## src/core/plc_pkg.sv

```systemverilog
// Package with register map, field positions and timing constants of the link control block.
package plc_pkg;

    // ------------------------------------------------------------
    // Register map
    // ------------------------------------------------------------
    localparam logic [7:0] PLC_ADDR_CONTROL = 8'h78;
    localparam logic [7:0] PLC_ADDR_CONFIG  = 8'h79;
    localparam logic [7:0] PLC_CONTROL_RST  = 8'h00;
    localparam logic [7:0] PLC_CONFIG_RST   = 8'h00;

    // Field positions of phy_control.
    localparam int PLC_CN_LAYER  = 7;
    localparam int PLC_CN_TX     = 6;
    localparam int PLC_CN_RX     = 5;
    localparam int PLC_CN_DUPLEX = 4;
    localparam int PLC_CN_LOOP   = 3;
    localparam int PLC_CN_FAULT  = 2;
    localparam int PLC_CN_POLARITY_REVERSED_FLAG = 1;
    localparam int PLC_CN_LINK   = 0;

    // Field positions of phy_config.
    localparam int PLC_CF_SQUELCH = 7;
    localparam int PLC_CF_LINK_INTEGRITY_ENABLE = 6;
    localparam int PLC_CF_JABBER  = 5;
    localparam int PLC_CF_NEG     = 4;
    localparam int PLC_CF_PAUSE   = 2;
    localparam int PLC_CF_AUTO_POLARITY_ENABLE = 1;
    localparam int PLC_CF_MANUAL_POLARITY_INVERT  = 0;
    localparam logic [7:0] PLC_CF_WR_MASK = 8'hF7;

    // ------------------------------------------------------------
    // Timing
    // ------------------------------------------------------------
    localparam longint PLC_CLK_HZ        = 20_000_000;
    localparam longint PLC_ATTEMPT_MS    = 250;
    localparam longint PLC_BREAK_MS      = 1500;
    localparam longint PLC_LINK_LOSS_MS  = 150;
    localparam longint PLC_ATTEMPT_CYC   = PLC_ATTEMPT_MS * PLC_CLK_HZ / 1000;
    localparam longint PLC_BREAK_CYC     = PLC_BREAK_MS * PLC_CLK_HZ / 1000;
    localparam longint PLC_LINK_LOSS_CYC = PLC_LINK_LOSS_MS * PLC_CLK_HZ / 1000;
    localparam longint PLC_MAX_FRAME_B   = 1536;
    localparam longint PLC_CYC_PER_BIT   = 2;
    localparam longint PLC_JABBER_CYC    = PLC_MAX_FRAME_B * 8 * PLC_CYC_PER_BIT;
    localparam int     PLC_SQUELCH_CYC   = 4;

    // ------------------------------------------------------------
    // Carriers
    // ------------------------------------------------------------
    typedef struct packed {
        logic layer;
        logic tx;
        logic rx;
        logic duplex;
        logic loopback;
        logic fault;
        logic polarity_reversed_flag;
        logic link;
    } plc_control_t;

    typedef enum logic [1:0] {
        PLC_NEG_IDLE    = 2'b00,
        PLC_NEG_ATTEMPT = 2'b01,
        PLC_NEG_BREAK   = 2'b10,
        PLC_NEG_DONE    = 2'b11
    } plc_neg_state_t;

endpackage

```

## src/core/plc_interval_timer.sv

```systemverilog
// Down counter that times negotiation attempts and break-link intervals.
module plc_interval_timer
    import plc_pkg::*;
#(
    parameter longint ATTEMPT_CYC = PLC_ATTEMPT_CYC,
    parameter longint BREAK_CYC   = PLC_BREAK_CYC
)
(
    input  wire logic clk_i,
    input  wire logic reset_i,
    input  wire logic start_i,
    input  wire logic sel_break_i,
    input  wire logic stop_i,
    output logic      expire_o
);

    localparam int W = $clog2(BREAK_CYC + 1);

    initial
    begin
        if (ATTEMPT_CYC < 2 || BREAK_CYC < ATTEMPT_CYC)
            $error("Timer counts too small.");
    end

    logic [W-1:0] count;
    logic         running;
    logic [W-1:0] next_count;
    logic         next_running;
    logic         next_expire;

    always_comb
    begin
        next_count   = count;
        next_running = running;
        next_expire  = 1'b0;
        if (stop_i)
        begin
            next_running = 1'b0;
        end
        else if (start_i)
        begin
            next_count   = sel_break_i ? W'(BREAK_CYC - 1) : W'(ATTEMPT_CYC - 1);
            next_running = 1'b1;
        end
        else if (running)
        begin
            next_count = count - W'(1);
            if (count == W'(1))
            begin
                next_running = 1'b0;
                next_expire  = 1'b1;
            end
        end
    end

    always_ff @(posedge clk_i)
    begin
        if (reset_i)
        begin
            count    <= '0;
            running  <= 1'b0;
            expire_o <= 1'b0;
        end
        else
        begin
            count    <= next_count;
            running  <= next_running;
            expire_o <= next_expire;
        end
    end

endmodule

```

## src/core/plc_rx_qualify.sv

```systemverilog
// Receive path qualifier with smart squelch and polarity handling.
module plc_rx_qualify
    import plc_pkg::*;
#(
    parameter int SQUELCH_CYC = PLC_SQUELCH_CYC
)
(
    input  wire logic clk_i,
    input  wire logic reset_i,
    input  wire logic enable_i,
    input  wire logic squelch_en_i,
    input  wire logic auto_pol_i,
    input  wire logic manual_inv_i,
    input  wire logic data_i,
    input  wire logic amp_ok_i,
    input  wire logic timing_ok_i,
    input  wire logic pulse_seen_i,
    input  wire logic pulse_neg_i,
    output logic      data_o,
    output logic      valid_o,
    output logic      pol_rev_o
);

    localparam int W = $clog2(SQUELCH_CYC + 1);

    initial
    begin
        if (SQUELCH_CYC < 1)
            $error("Squelch count too small.");
    end

    logic [W-1:0] qual_cnt;
    logic [W-1:0] next_qual_cnt;
    logic         next_pol_rev;
    logic         next_data;
    logic         next_valid;
    logic         sig_ok;
    logic         invert;

    always_comb
    begin
        sig_ok        = amp_ok_i && timing_ok_i;
        next_qual_cnt = qual_cnt;
        next_pol_rev  = pol_rev_o;
        if (!enable_i || !sig_ok)
            next_qual_cnt = '0;
        else if (qual_cnt != W'(SQUELCH_CYC))
            next_qual_cnt = qual_cnt + W'(1);
        // Polarity follows the sign of the last link pulse seen.
        if (!auto_pol_i)
            next_pol_rev = 1'b0;
        else if (pulse_seen_i)
            next_pol_rev = pulse_neg_i; // [RULE10]
        invert     = auto_pol_i ? pol_rev_o : manual_inv_i; // [RULE11]
        next_data  = data_i ^ invert;
        // Squelch off still needs amplitude.
        next_valid = enable_i && (squelch_en_i ? (qual_cnt == W'(SQUELCH_CYC)) : amp_ok_i); // [RULE9]
    end

    always_ff @(posedge clk_i)
    begin
        if (reset_i)
        begin
            qual_cnt  <= '0;
            pol_rev_o <= 1'b0;
            data_o    <= 1'b0;
            valid_o   <= 1'b0;
        end
        else
        begin
            qual_cnt  <= next_qual_cnt;
            pol_rev_o <= next_pol_rev;
            data_o    <= next_data;
            valid_o   <= next_valid;
        end
    end

endmodule

```

## src/core/plc_link_control.sv

```systemverilog
// Top of the physical-layer link control: registers, negotiation timing, link and jabber.
// Notes on behaviour
// [RULE1] Attempt 250 ms, then 1.5 s break.
// [RULE2] Break ignores partner, starts nothing.
// [RULE3] Host sync order.
// [RULE4] Host waits per wake flag.
// [RULE5] Loopback isolates line.
// [RULE6] Jabber clears loopback.
// [RULE7] Link loss gates tx, rx.
// [RULE8] No integrity, always runs.
// [RULE9] Squelch needs amplitude, timing.
// [RULE10] Auto polarity corrects, flags.
// [RULE11] Manual bit inverts receive.
// [RULE12] Jabber stops transmit, pulses event.
// [RULE13] Host configures, then enables.
// [RULE14] Host waits startup, then tx, rx.
// [RULE15] Dropping any enable restarts.
// [RULE16] Layer enable sets power.
// [RULE17] Tx off stops pulses.
// [RULE18] Rx off stops reception; loopback still drives mac_rx_valid_o from mac_tx_en_i with rx off.
// [RULE19] Duplex read-only while negotiating.
// [RULE20] Partner fault sets flag.
// [RULE21] Control resets to zero.
// [RULE22] Failure means half duplex.
// [RULE23] Advertise 10M; full if partner can.
// [RULE24] Timers on clock, restart on enable.
module plc_link_control
    import plc_pkg::*;
#(
    parameter longint ATTEMPT_CYC   = PLC_ATTEMPT_CYC,
    parameter longint BREAK_CYC     = PLC_BREAK_CYC,
    parameter longint LINK_LOSS_CYC = PLC_LINK_LOSS_CYC,
    parameter longint JABBER_CYC    = PLC_JABBER_CYC,
    parameter int     SQUELCH_CYC   = PLC_SQUELCH_CYC
)
(
    input  wire logic       clk_i,
    input  wire logic       reset_i,
    input  wire logic [7:0] addr_i,
    input  wire logic       wr_i,
    input  wire logic       rd_i,
    input  wire logic [7:0] wdata_i,
    output logic      [7:0] rdata_o,
    input  wire logic       mac_tx_en_i,
    input  wire logic       mac_tx_data_i,
    input  wire logic       line_rx_data_i,
    input  wire logic       line_amp_ok_i,
    input  wire logic       line_timing_ok_i,
    input  wire logic       line_pulse_i,
    input  wire logic       line_pulse_neg_i,
    input  wire logic       partner_word_i,
    input  wire logic       partner_full_i,
    input  wire logic       partner_fault_i,
    output logic            line_tx_data_o,
    output logic            line_tx_drive_o,
    output logic            link_pulse_gen_o,
    output logic            advertise_full_o,
    output logic            advertise_pause_o,
    output logic            mac_rx_data_o,
    output logic            mac_rx_valid_o,
    output logic            full_duplex_o,
    output logic            layer_power_o,
    output logic            tx_power_o,
    output logic            rx_power_o,
    output logic            wake_event_flag_o,
    output logic            neg_done_o,
    output logic            neg_fail_o,
    output logic            jabber_event_o
);

    localparam int LW = $clog2(LINK_LOSS_CYC + 1);
    localparam int JW = $clog2(JABBER_CYC + 1);

    initial
    begin
        if (LINK_LOSS_CYC < 1 || JABBER_CYC < 1)
            $error("Limits too small.");
    end

    // ------------------------------------------------------------
    // State
    // ------------------------------------------------------------
    plc_control_t   ctl;
    plc_control_t   next_ctl;
    logic [7:0]     cfg;
    logic [7:0]     next_cfg;
    plc_neg_state_t neg_state;
    plc_neg_state_t next_neg_state;
    logic [LW-1:0]  link_cnt;
    logic [LW-1:0]  next_link_cnt;
    logic [JW-1:0]  jab_cnt;
    logic [JW-1:0]  next_jab_cnt;
    logic           jabbering;
    logic           next_jabbering;
    logic           neg_active;
    logic           next_neg_active;
    logic           tmr_start;
    logic           tmr_break;
    logic           tmr_expire;
    logic           rx_pol_rev;
    logic           rx_q_data;
    logic           rx_q_valid;
    logic           run;
    logic           tx_ok;
    logic           rx_ok;
    logic           link_cut;
    logic           jab_hit;
    logic           next_done;
    logic           next_fail;
    logic [7:0]     next_rdata;

    // ------------------------------------------------------------
    // Receive qualifier and interval timer
    // ------------------------------------------------------------
    plc_rx_qualify #(
        .SQUELCH_CYC (SQUELCH_CYC)
    ) u_rx (
        .clk_i        (clk_i),
        .reset_i      (reset_i),
        .enable_i     (rx_ok && !ctl.loopback),
        .squelch_en_i (cfg[PLC_CF_SQUELCH]),
        .auto_pol_i   (cfg[PLC_CF_AUTO_POLARITY_ENABLE]),
        .manual_inv_i (cfg[PLC_CF_MANUAL_POLARITY_INVERT]),
        .data_i       (line_rx_data_i),
        .amp_ok_i     (line_amp_ok_i),
        .timing_ok_i  (line_timing_ok_i),
        .pulse_seen_i (line_pulse_i),
        .pulse_neg_i  (line_pulse_neg_i),
        .data_o       (rx_q_data),
        .valid_o      (rx_q_valid),
        .pol_rev_o    (rx_pol_rev)
    );

    plc_interval_timer #(
        .ATTEMPT_CYC (ATTEMPT_CYC),
        .BREAK_CYC   (BREAK_CYC)
    ) u_tmr (
        .clk_i       (clk_i),
        .reset_i     (reset_i),
        .start_i     (tmr_start),
        .sel_break_i (tmr_break),
        .stop_i      (!neg_active),
        .expire_o    (tmr_expire)
    );

    // ------------------------------------------------------------
    // Enables, link integrity and jabber
    // ------------------------------------------------------------
    always_comb
    begin
        run      = ctl.layer; // [RULE16]
        link_cut = cfg[PLC_CF_LINK_INTEGRITY_ENABLE] && !ctl.link; // [RULE7] [RULE8]
        tx_ok    = run && ctl.tx && !link_cut && !jabbering; // [RULE17]
        rx_ok    = run && ctl.rx && !link_cut; // [RULE18]
        // Any enable dropping restarts negotiation.
        next_neg_active = cfg[PLC_CF_NEG] && run && ctl.tx && ctl.rx; // [RULE15] [RULE24]

        next_link_cnt = link_cnt;
        if (!run || line_pulse_i || (line_amp_ok_i && line_timing_ok_i))
            next_link_cnt = '0;
        else if (link_cnt != LW'(LINK_LOSS_CYC))
            next_link_cnt = link_cnt + LW'(1);

        next_jab_cnt   = jab_cnt;
        next_jabbering = jabbering;
        jab_hit        = 1'b0;
        if (!mac_tx_en_i)
        begin
            next_jab_cnt   = '0;
            next_jabbering = 1'b0;
        end
        else if (jab_cnt != JW'(JABBER_CYC))
        begin
            next_jab_cnt = jab_cnt + JW'(1);
        end
        else if (cfg[PLC_CF_JABBER] && !jabbering)
        begin
            next_jabbering = 1'b1; // [RULE12]
            jab_hit        = 1'b1;
        end
    end

    // ------------------------------------------------------------
    // Negotiation sequence
    // ------------------------------------------------------------
    always_comb
    begin
        next_neg_state = neg_state;
        tmr_start      = 1'b0;
        tmr_break      = 1'b0;
        next_done      = 1'b0;
        next_fail      = 1'b0;
        if (!neg_active)
        begin
            next_neg_state = PLC_NEG_IDLE;
        end
        else
        begin
            unique case (neg_state)
                PLC_NEG_IDLE:
                begin
                    next_neg_state = PLC_NEG_ATTEMPT;
                    tmr_start      = 1'b1; // [RULE1] [RULE24]
                end
                PLC_NEG_ATTEMPT:
                begin
                    if (partner_word_i)
                    begin
                        next_neg_state = PLC_NEG_DONE;
                        next_done      = 1'b1; // [RULE22]
                    end
                    else if (tmr_expire)
                    begin
                        next_neg_state = PLC_NEG_BREAK;
                        next_fail      = 1'b1; // [RULE22]
                        tmr_start      = 1'b1;
                        tmr_break      = 1'b1; // [RULE1]
                    end
                end
                PLC_NEG_BREAK:
                begin
                    // Partner words are deliberately not looked at here.
                    if (tmr_expire) // [RULE2]
                    begin
                        next_neg_state = PLC_NEG_ATTEMPT;
                        tmr_start      = 1'b1;
                    end
                end
                PLC_NEG_DONE:
                begin
                    next_neg_state = PLC_NEG_DONE;
                end
            endcase
        end
    end

    // ------------------------------------------------------------
    // Registers
    // ------------------------------------------------------------
    always_comb
    begin
        next_ctl = ctl;
        next_cfg = cfg;
        if (wr_i && addr_i == PLC_ADDR_CONTROL)
        begin
            next_ctl.layer    = wdata_i[PLC_CN_LAYER]; // [RULE21]
            next_ctl.tx       = wdata_i[PLC_CN_TX];
            next_ctl.rx       = wdata_i[PLC_CN_RX];
            next_ctl.loopback = wdata_i[PLC_CN_LOOP];
            if (!cfg[PLC_CF_NEG])
                next_ctl.duplex = wdata_i[PLC_CN_DUPLEX]; // [RULE19]
        end
        if (wr_i && addr_i == PLC_ADDR_CONFIG)
            next_cfg = wdata_i & PLC_CF_WR_MASK;
        if (next_done)
        begin
            next_ctl.duplex = partner_full_i; // [RULE19] [RULE23]
            next_ctl.fault  = partner_fault_i; // [RULE20]
        end
        if (next_fail)
            next_ctl.duplex = 1'b0; // [RULE22]
        if (tmr_start && neg_state == PLC_NEG_IDLE)
            next_ctl.fault = 1'b0;
        // Hardware clear wins over a write in the same cycle.
        if (jab_hit)
            next_ctl.loopback = 1'b0; // [RULE6]
        next_ctl.polarity_reversed_flag = rx_pol_rev; // [RULE10]
        next_ctl.link   = run && (link_cnt != LW'(LINK_LOSS_CYC)); // [RULE7]

        next_rdata = rdata_o;
        if (rd_i)
        begin
            unique case (addr_i)
                PLC_ADDR_CONTROL: next_rdata = ctl;
                PLC_ADDR_CONFIG:  next_rdata = cfg;
                default:          next_rdata = 8'h00;
            endcase
        end
    end

    always_ff @(posedge clk_i)
    begin
        if (reset_i)
        begin
            ctl               <= PLC_CONTROL_RST;
            cfg               <= PLC_CONFIG_RST;
            neg_state         <= PLC_NEG_IDLE;
            neg_active        <= 1'b0;
            link_cnt          <= '0;
            jab_cnt           <= '0;
            jabbering         <= 1'b0;
            rdata_o           <= 8'h00;
            line_tx_data_o    <= 1'b0;
            line_tx_drive_o   <= 1'b0;
            link_pulse_gen_o  <= 1'b0;
            advertise_full_o  <= 1'b0;
            advertise_pause_o <= 1'b0;
            mac_rx_data_o     <= 1'b0;
            mac_rx_valid_o    <= 1'b0;
            full_duplex_o     <= 1'b0;
            layer_power_o     <= 1'b0;
            tx_power_o        <= 1'b0;
            rx_power_o        <= 1'b0;
            wake_event_flag_o <= 1'b0;
            neg_done_o        <= 1'b0;
            neg_fail_o        <= 1'b0;
            jabber_event_o    <= 1'b0;
        end
        else
        begin
            ctl               <= next_ctl;
            cfg               <= next_cfg;
            neg_state         <= next_neg_state;
            neg_active        <= next_neg_active;
            link_cnt          <= next_link_cnt;
            jab_cnt           <= next_jab_cnt;
            jabbering         <= next_jabbering;
            rdata_o           <= next_rdata;
            // Loopback quiets the line drivers.
            line_tx_data_o    <= mac_tx_data_i && tx_ok && !ctl.loopback; // [RULE5]
            line_tx_drive_o   <= tx_ok && !ctl.loopback && mac_tx_en_i; // [RULE5]
            link_pulse_gen_o  <= tx_ok && !ctl.loopback; // [RULE17]
            advertise_full_o  <= neg_active; // [RULE23]
            advertise_pause_o <= neg_active && cfg[PLC_CF_PAUSE];
            mac_rx_data_o     <= ctl.loopback ? mac_tx_data_i : rx_q_data; // [RULE5]
            mac_rx_valid_o    <= ctl.loopback ? (run && mac_tx_en_i) : rx_q_valid; // [RULE18]
            full_duplex_o     <= ctl.duplex;
            layer_power_o     <= run; // [RULE16]
            tx_power_o        <= tx_ok; // [RULE17]
            rx_power_o        <= rx_ok; // [RULE18]
            wake_event_flag_o <= run && (line_pulse_i || line_amp_ok_i);
            neg_done_o        <= next_done;
            neg_fail_o        <= next_fail;
            jabber_event_o    <= jab_hit; // [RULE12]
        end
    end

endmodule

```

## config.mk

```make
export PLATFORM = sky130hd
export DESIGN_NAME = plc_link_control
export DESIGN_NICKNAME = d
export VERILOG_FILES = /design/src/core/plc_pkg.sv /design/src/core/plc_interval_timer.sv /design/src/core/plc_rx_qualify.sv /design/src/core/plc_link_control.sv
export SDC_FILE = /design/constraint.sdc
export NUM_CORES = 1
export LEC_CHECK = 0
export ABC_AREA = 1
export BUFFER_PORTS_ARGS = -buffer_cell sky130_fd_sc_hd__buf_2
export CAP_MARGIN = 20
export CORE_AREA = 2 2 108 110
export CTS_CLUSTER_DIAMETER = 150
export DETAILED_ROUTE_END_ITERATION = 8
export DIE_AREA = 0 0 110 112
export GPL_TIMING_DRIVEN = 0
export PLACE_DENSITY_LB_ADDON = 0.25
export SKIP_CTS_REPAIR_TIMING = 1
export SLEW_MARGIN = 40
export SYNTH_ARGS = -nofsm -noshare
export SYNTH_HDL_FRONTEND = slang
export SYNTH_SLANG_ARGS = --single-unit
export TNS_END_PERCENT = 20
```

## constraint.sdc

```tcl
create_clock -name clk_i -period 1.84 [get_ports clk_i]
set_clock_uncertainty 0.1 [all_clocks]
set_input_delay 0 -clock clk_i [delete_from_list [all_inputs] [get_ports clk_i]]
set_output_delay 0 -clock clk_i [all_outputs]
set_load 0.005 [all_outputs]
```

==> results.cfg <==
[status]
status = complete, but fails checks
violations = negative hold slack

[logic_synthesis]
synth_cells = 758
netlist_top_cells_count = nand2_1 (148), dfxtp_1 (112), inv_1 (110), nor2_1 (104), a21oi_1 (57)
synth_top_area_share_pct = 41.3
ys_warn_count = 0
ys_async_sr_fraction_pct = 0
yosysMostFrequentCell = nand2_1
synth-seq-cells = 112
syn_avg_cell_area_um2 = 7.17
synth_top_area_cell = dfxtp_1
synthTopCellsByArea = dfxtp_1 (41%), nand2_1 (10%), inv_1 (7.6%)
ys_dominant_reg_cell = dfxtp_1
synth_cell_type_count = 43
mappedNetlistArea_mm2 = 0.00543
seq_area_frac_synth_pct = 41.3
synth_nets = 796
synth_edf_count = 0

[worst_setup_path]
cp-startpoint = jab_cnt[1]
worstSetupPathType = reg2reg
rr_worst_depth = 6
path_buf_inv = 0
r2r_start = jab_cnt[1]
crit_slowest_cell = dfxtp_1
worstSetupPathDepth = 6
worstPathMaxFanout = 6
endpoint_kind = register
max_stage_delay_ns = 0.38
worstPathCellList = ha_1 -> nand2_1 -> nor3_4 -> nand3_1 -> or2_0 -> a21oi_1
start_kind = register
reg2reg_slack_ns = 0.18
crit_required_ns = 2.03
cpLargestDelayFamily = simple AND/OR/NAND/NOR gates
arrival_ns = 1.85

[global_route]
antenna_found_initial = 0
overflow = 0
grt_first_pass_wirelength_um = 21600
grt_pass1_vias = 4718
grt_usage_pct = 22.3
grt_max_degree = 20

[timing]
fin_crit_sh_pct = 90.2
hold_violations = 4
holdWs_ns = -0.0194
fmax_mhz = 603
rsz0062_at_grt = false
slew_viol_final = 0
relSlewSlack_pct = 56.7
setup_tns_ns = 0
setup_viol = 0
tightest_slew_ns = 0.646
fin_crit_ns = 1.66

[die]
core_mm2 = 0.0112
dieArea_mm2 = 0.0123
die_h_um = 112
start_util_pct = 48.6
ios = 53
fp.dieW_um = 110
rows = 39

[placed_design]
io_buffer_count = 52
hpwl_um = 9820
gp_congestion = 0.932

[drt]
wl_per_cell_um = 13.5
wl_um = 13400
postRouteAntennaNets = 0
route.detailed.drc = 0
drt_iter0_drc = 361
vias_per_cell = 5.17
num_vias = 5126
first_pass_iters = 5

[clocking]
clockRootBuffer = clkbuf_16
clockBufferDepth = 2
h-tree-depth = 3
cts.sinks = 112
cts_made_buffers = 9
cts_tree = built
worstSkewPairLatency_ns = 0.37
cts.clk_slew.worst_paths_ns = 0.08

[layout]
post-route-util_pct = 57.6
fill_cells = 1031
layout-drive-gt1-share_pct = 15.3
nets = 881
num_antenna_cells = 0
area_growth_pct = 18.4

[power]
power_density_mw_per_mm2 = 753
vdd_drop_max_mv = 0.613
leakagePower_nw = 2.88

[hold_path]
min_delay_path_depth = 5
hold_class = in2reg
worstHoldStart = line_timing_ok_i

[flow_run]
maxCapViolations = 0
[metrics by stage]
stage                     total power [mW]  cell area, µm²  cells  worst slack, ns
after floorplan                       2.57            5430    758            0.287
after global placement                2.65            5870    953            0.144
after detailed placement              2.65            5870    953           0.0703
after CTS                             4.83            6210    969           0.0492
after global routing                  4.99            6430    991         0.000770
final                                 4.85            6430    991            0.181
[metal layers]
metal	wire length (µm)	up-vias	GRT usage (%)
met2	6650	130	37.7
met5	0	-	0
met3	764	21	7.26
met1	5740	2362	27.1
li1	-	2613	-
met4	238	0	5.99
[worst min-delay path, stage by stage]
cell and delay (ns):
buf_2 0.09, nand2_1 0.05, inv_1 0.07, nand3_1 0.14
nor2_1 0.05
[path summary, 6_finish.rpt]
| kind | end |
|---|---|
| max | jab_cnt[14] |
| min | u_rx.qual_cnt[0] |
| max reg2reg | jab_cnt[14] |
| min reg2reg | ctl[1] |
[flip-flops by register name, summed over array words and instances (netlist names), 2 cells and up]
name	flops
link_cnt	22
u_rx.qual_cnt	3
u_tmr.count	25
neg_state	2
cfg	7
jab_cnt	15
rdata_o	8
ctl	7
[layout by cell type (no fill, tap or decap), types with 8 or more instances in the layout]
cell,Yosys,final
nand2_1,148,147
inv_1,110,110
dfxtp_1,112,110
nor2_1,104,103
a21oi_1,57,57
buf_2,2,54
nand3_1,41,41
o21ai_0,41,41
nand4_1,22,22
dlygate4sd3_1,0,21
nor3_1,13,13
o211ai_1,9,9
clkbuf_16,0,9
nor2_4,8,8
ha_1,8,8
[kinds of logic (layout without fill, tap and decap cells)]
logic type | count (synthesis) | in the layout | synth area share, %
compound gates | 124 | 124 | 12.5
xor+xnor | 7 | 7 | 1.13
fa+ha+maj | 8 | 8 | 1.84
buf+inv | 130 | 220 | 9.79
flops | 112 | 112 | 41.3
mux | 1 | 1 | 0.184
simple gates | 376 | 376 | 33.3
[where the power goes]
group | switching [mW] | leakage, nW | total (mW) | internal [mW]
clock | 0.959 | 0.164 | 2.21 | 1.25
combinational | 0.108 | 1.81 | 0.195 | 0.0865
sequential | 0.00786 | 0.905 | 2.44 | 2.43
total | 1.07 | 2.88 | 4.85 | 3.77
[layout make-up]
| class | instances | area [µm²] | share of cell area (%) |
|---|---|---|---|
| repair buffers | 74 | 478 | 7.43 |
| well taps | 143 | 179 | 2.78 |
| flip-flops and latches | 112 | 2250 | 34.9 |
| multi-input cells | 516 | 2670 | 41.4 |
| inverters | 119 | 450 | 7.00 |
| plain buffers | 11 | 81.3 | 1.26 |
| clock buffers | 10 | 239 | 3.71 |
| clock inverters | 6 | 95.1 | 1.48 |
Note: power is estimated with default switching activity, not from simulation.
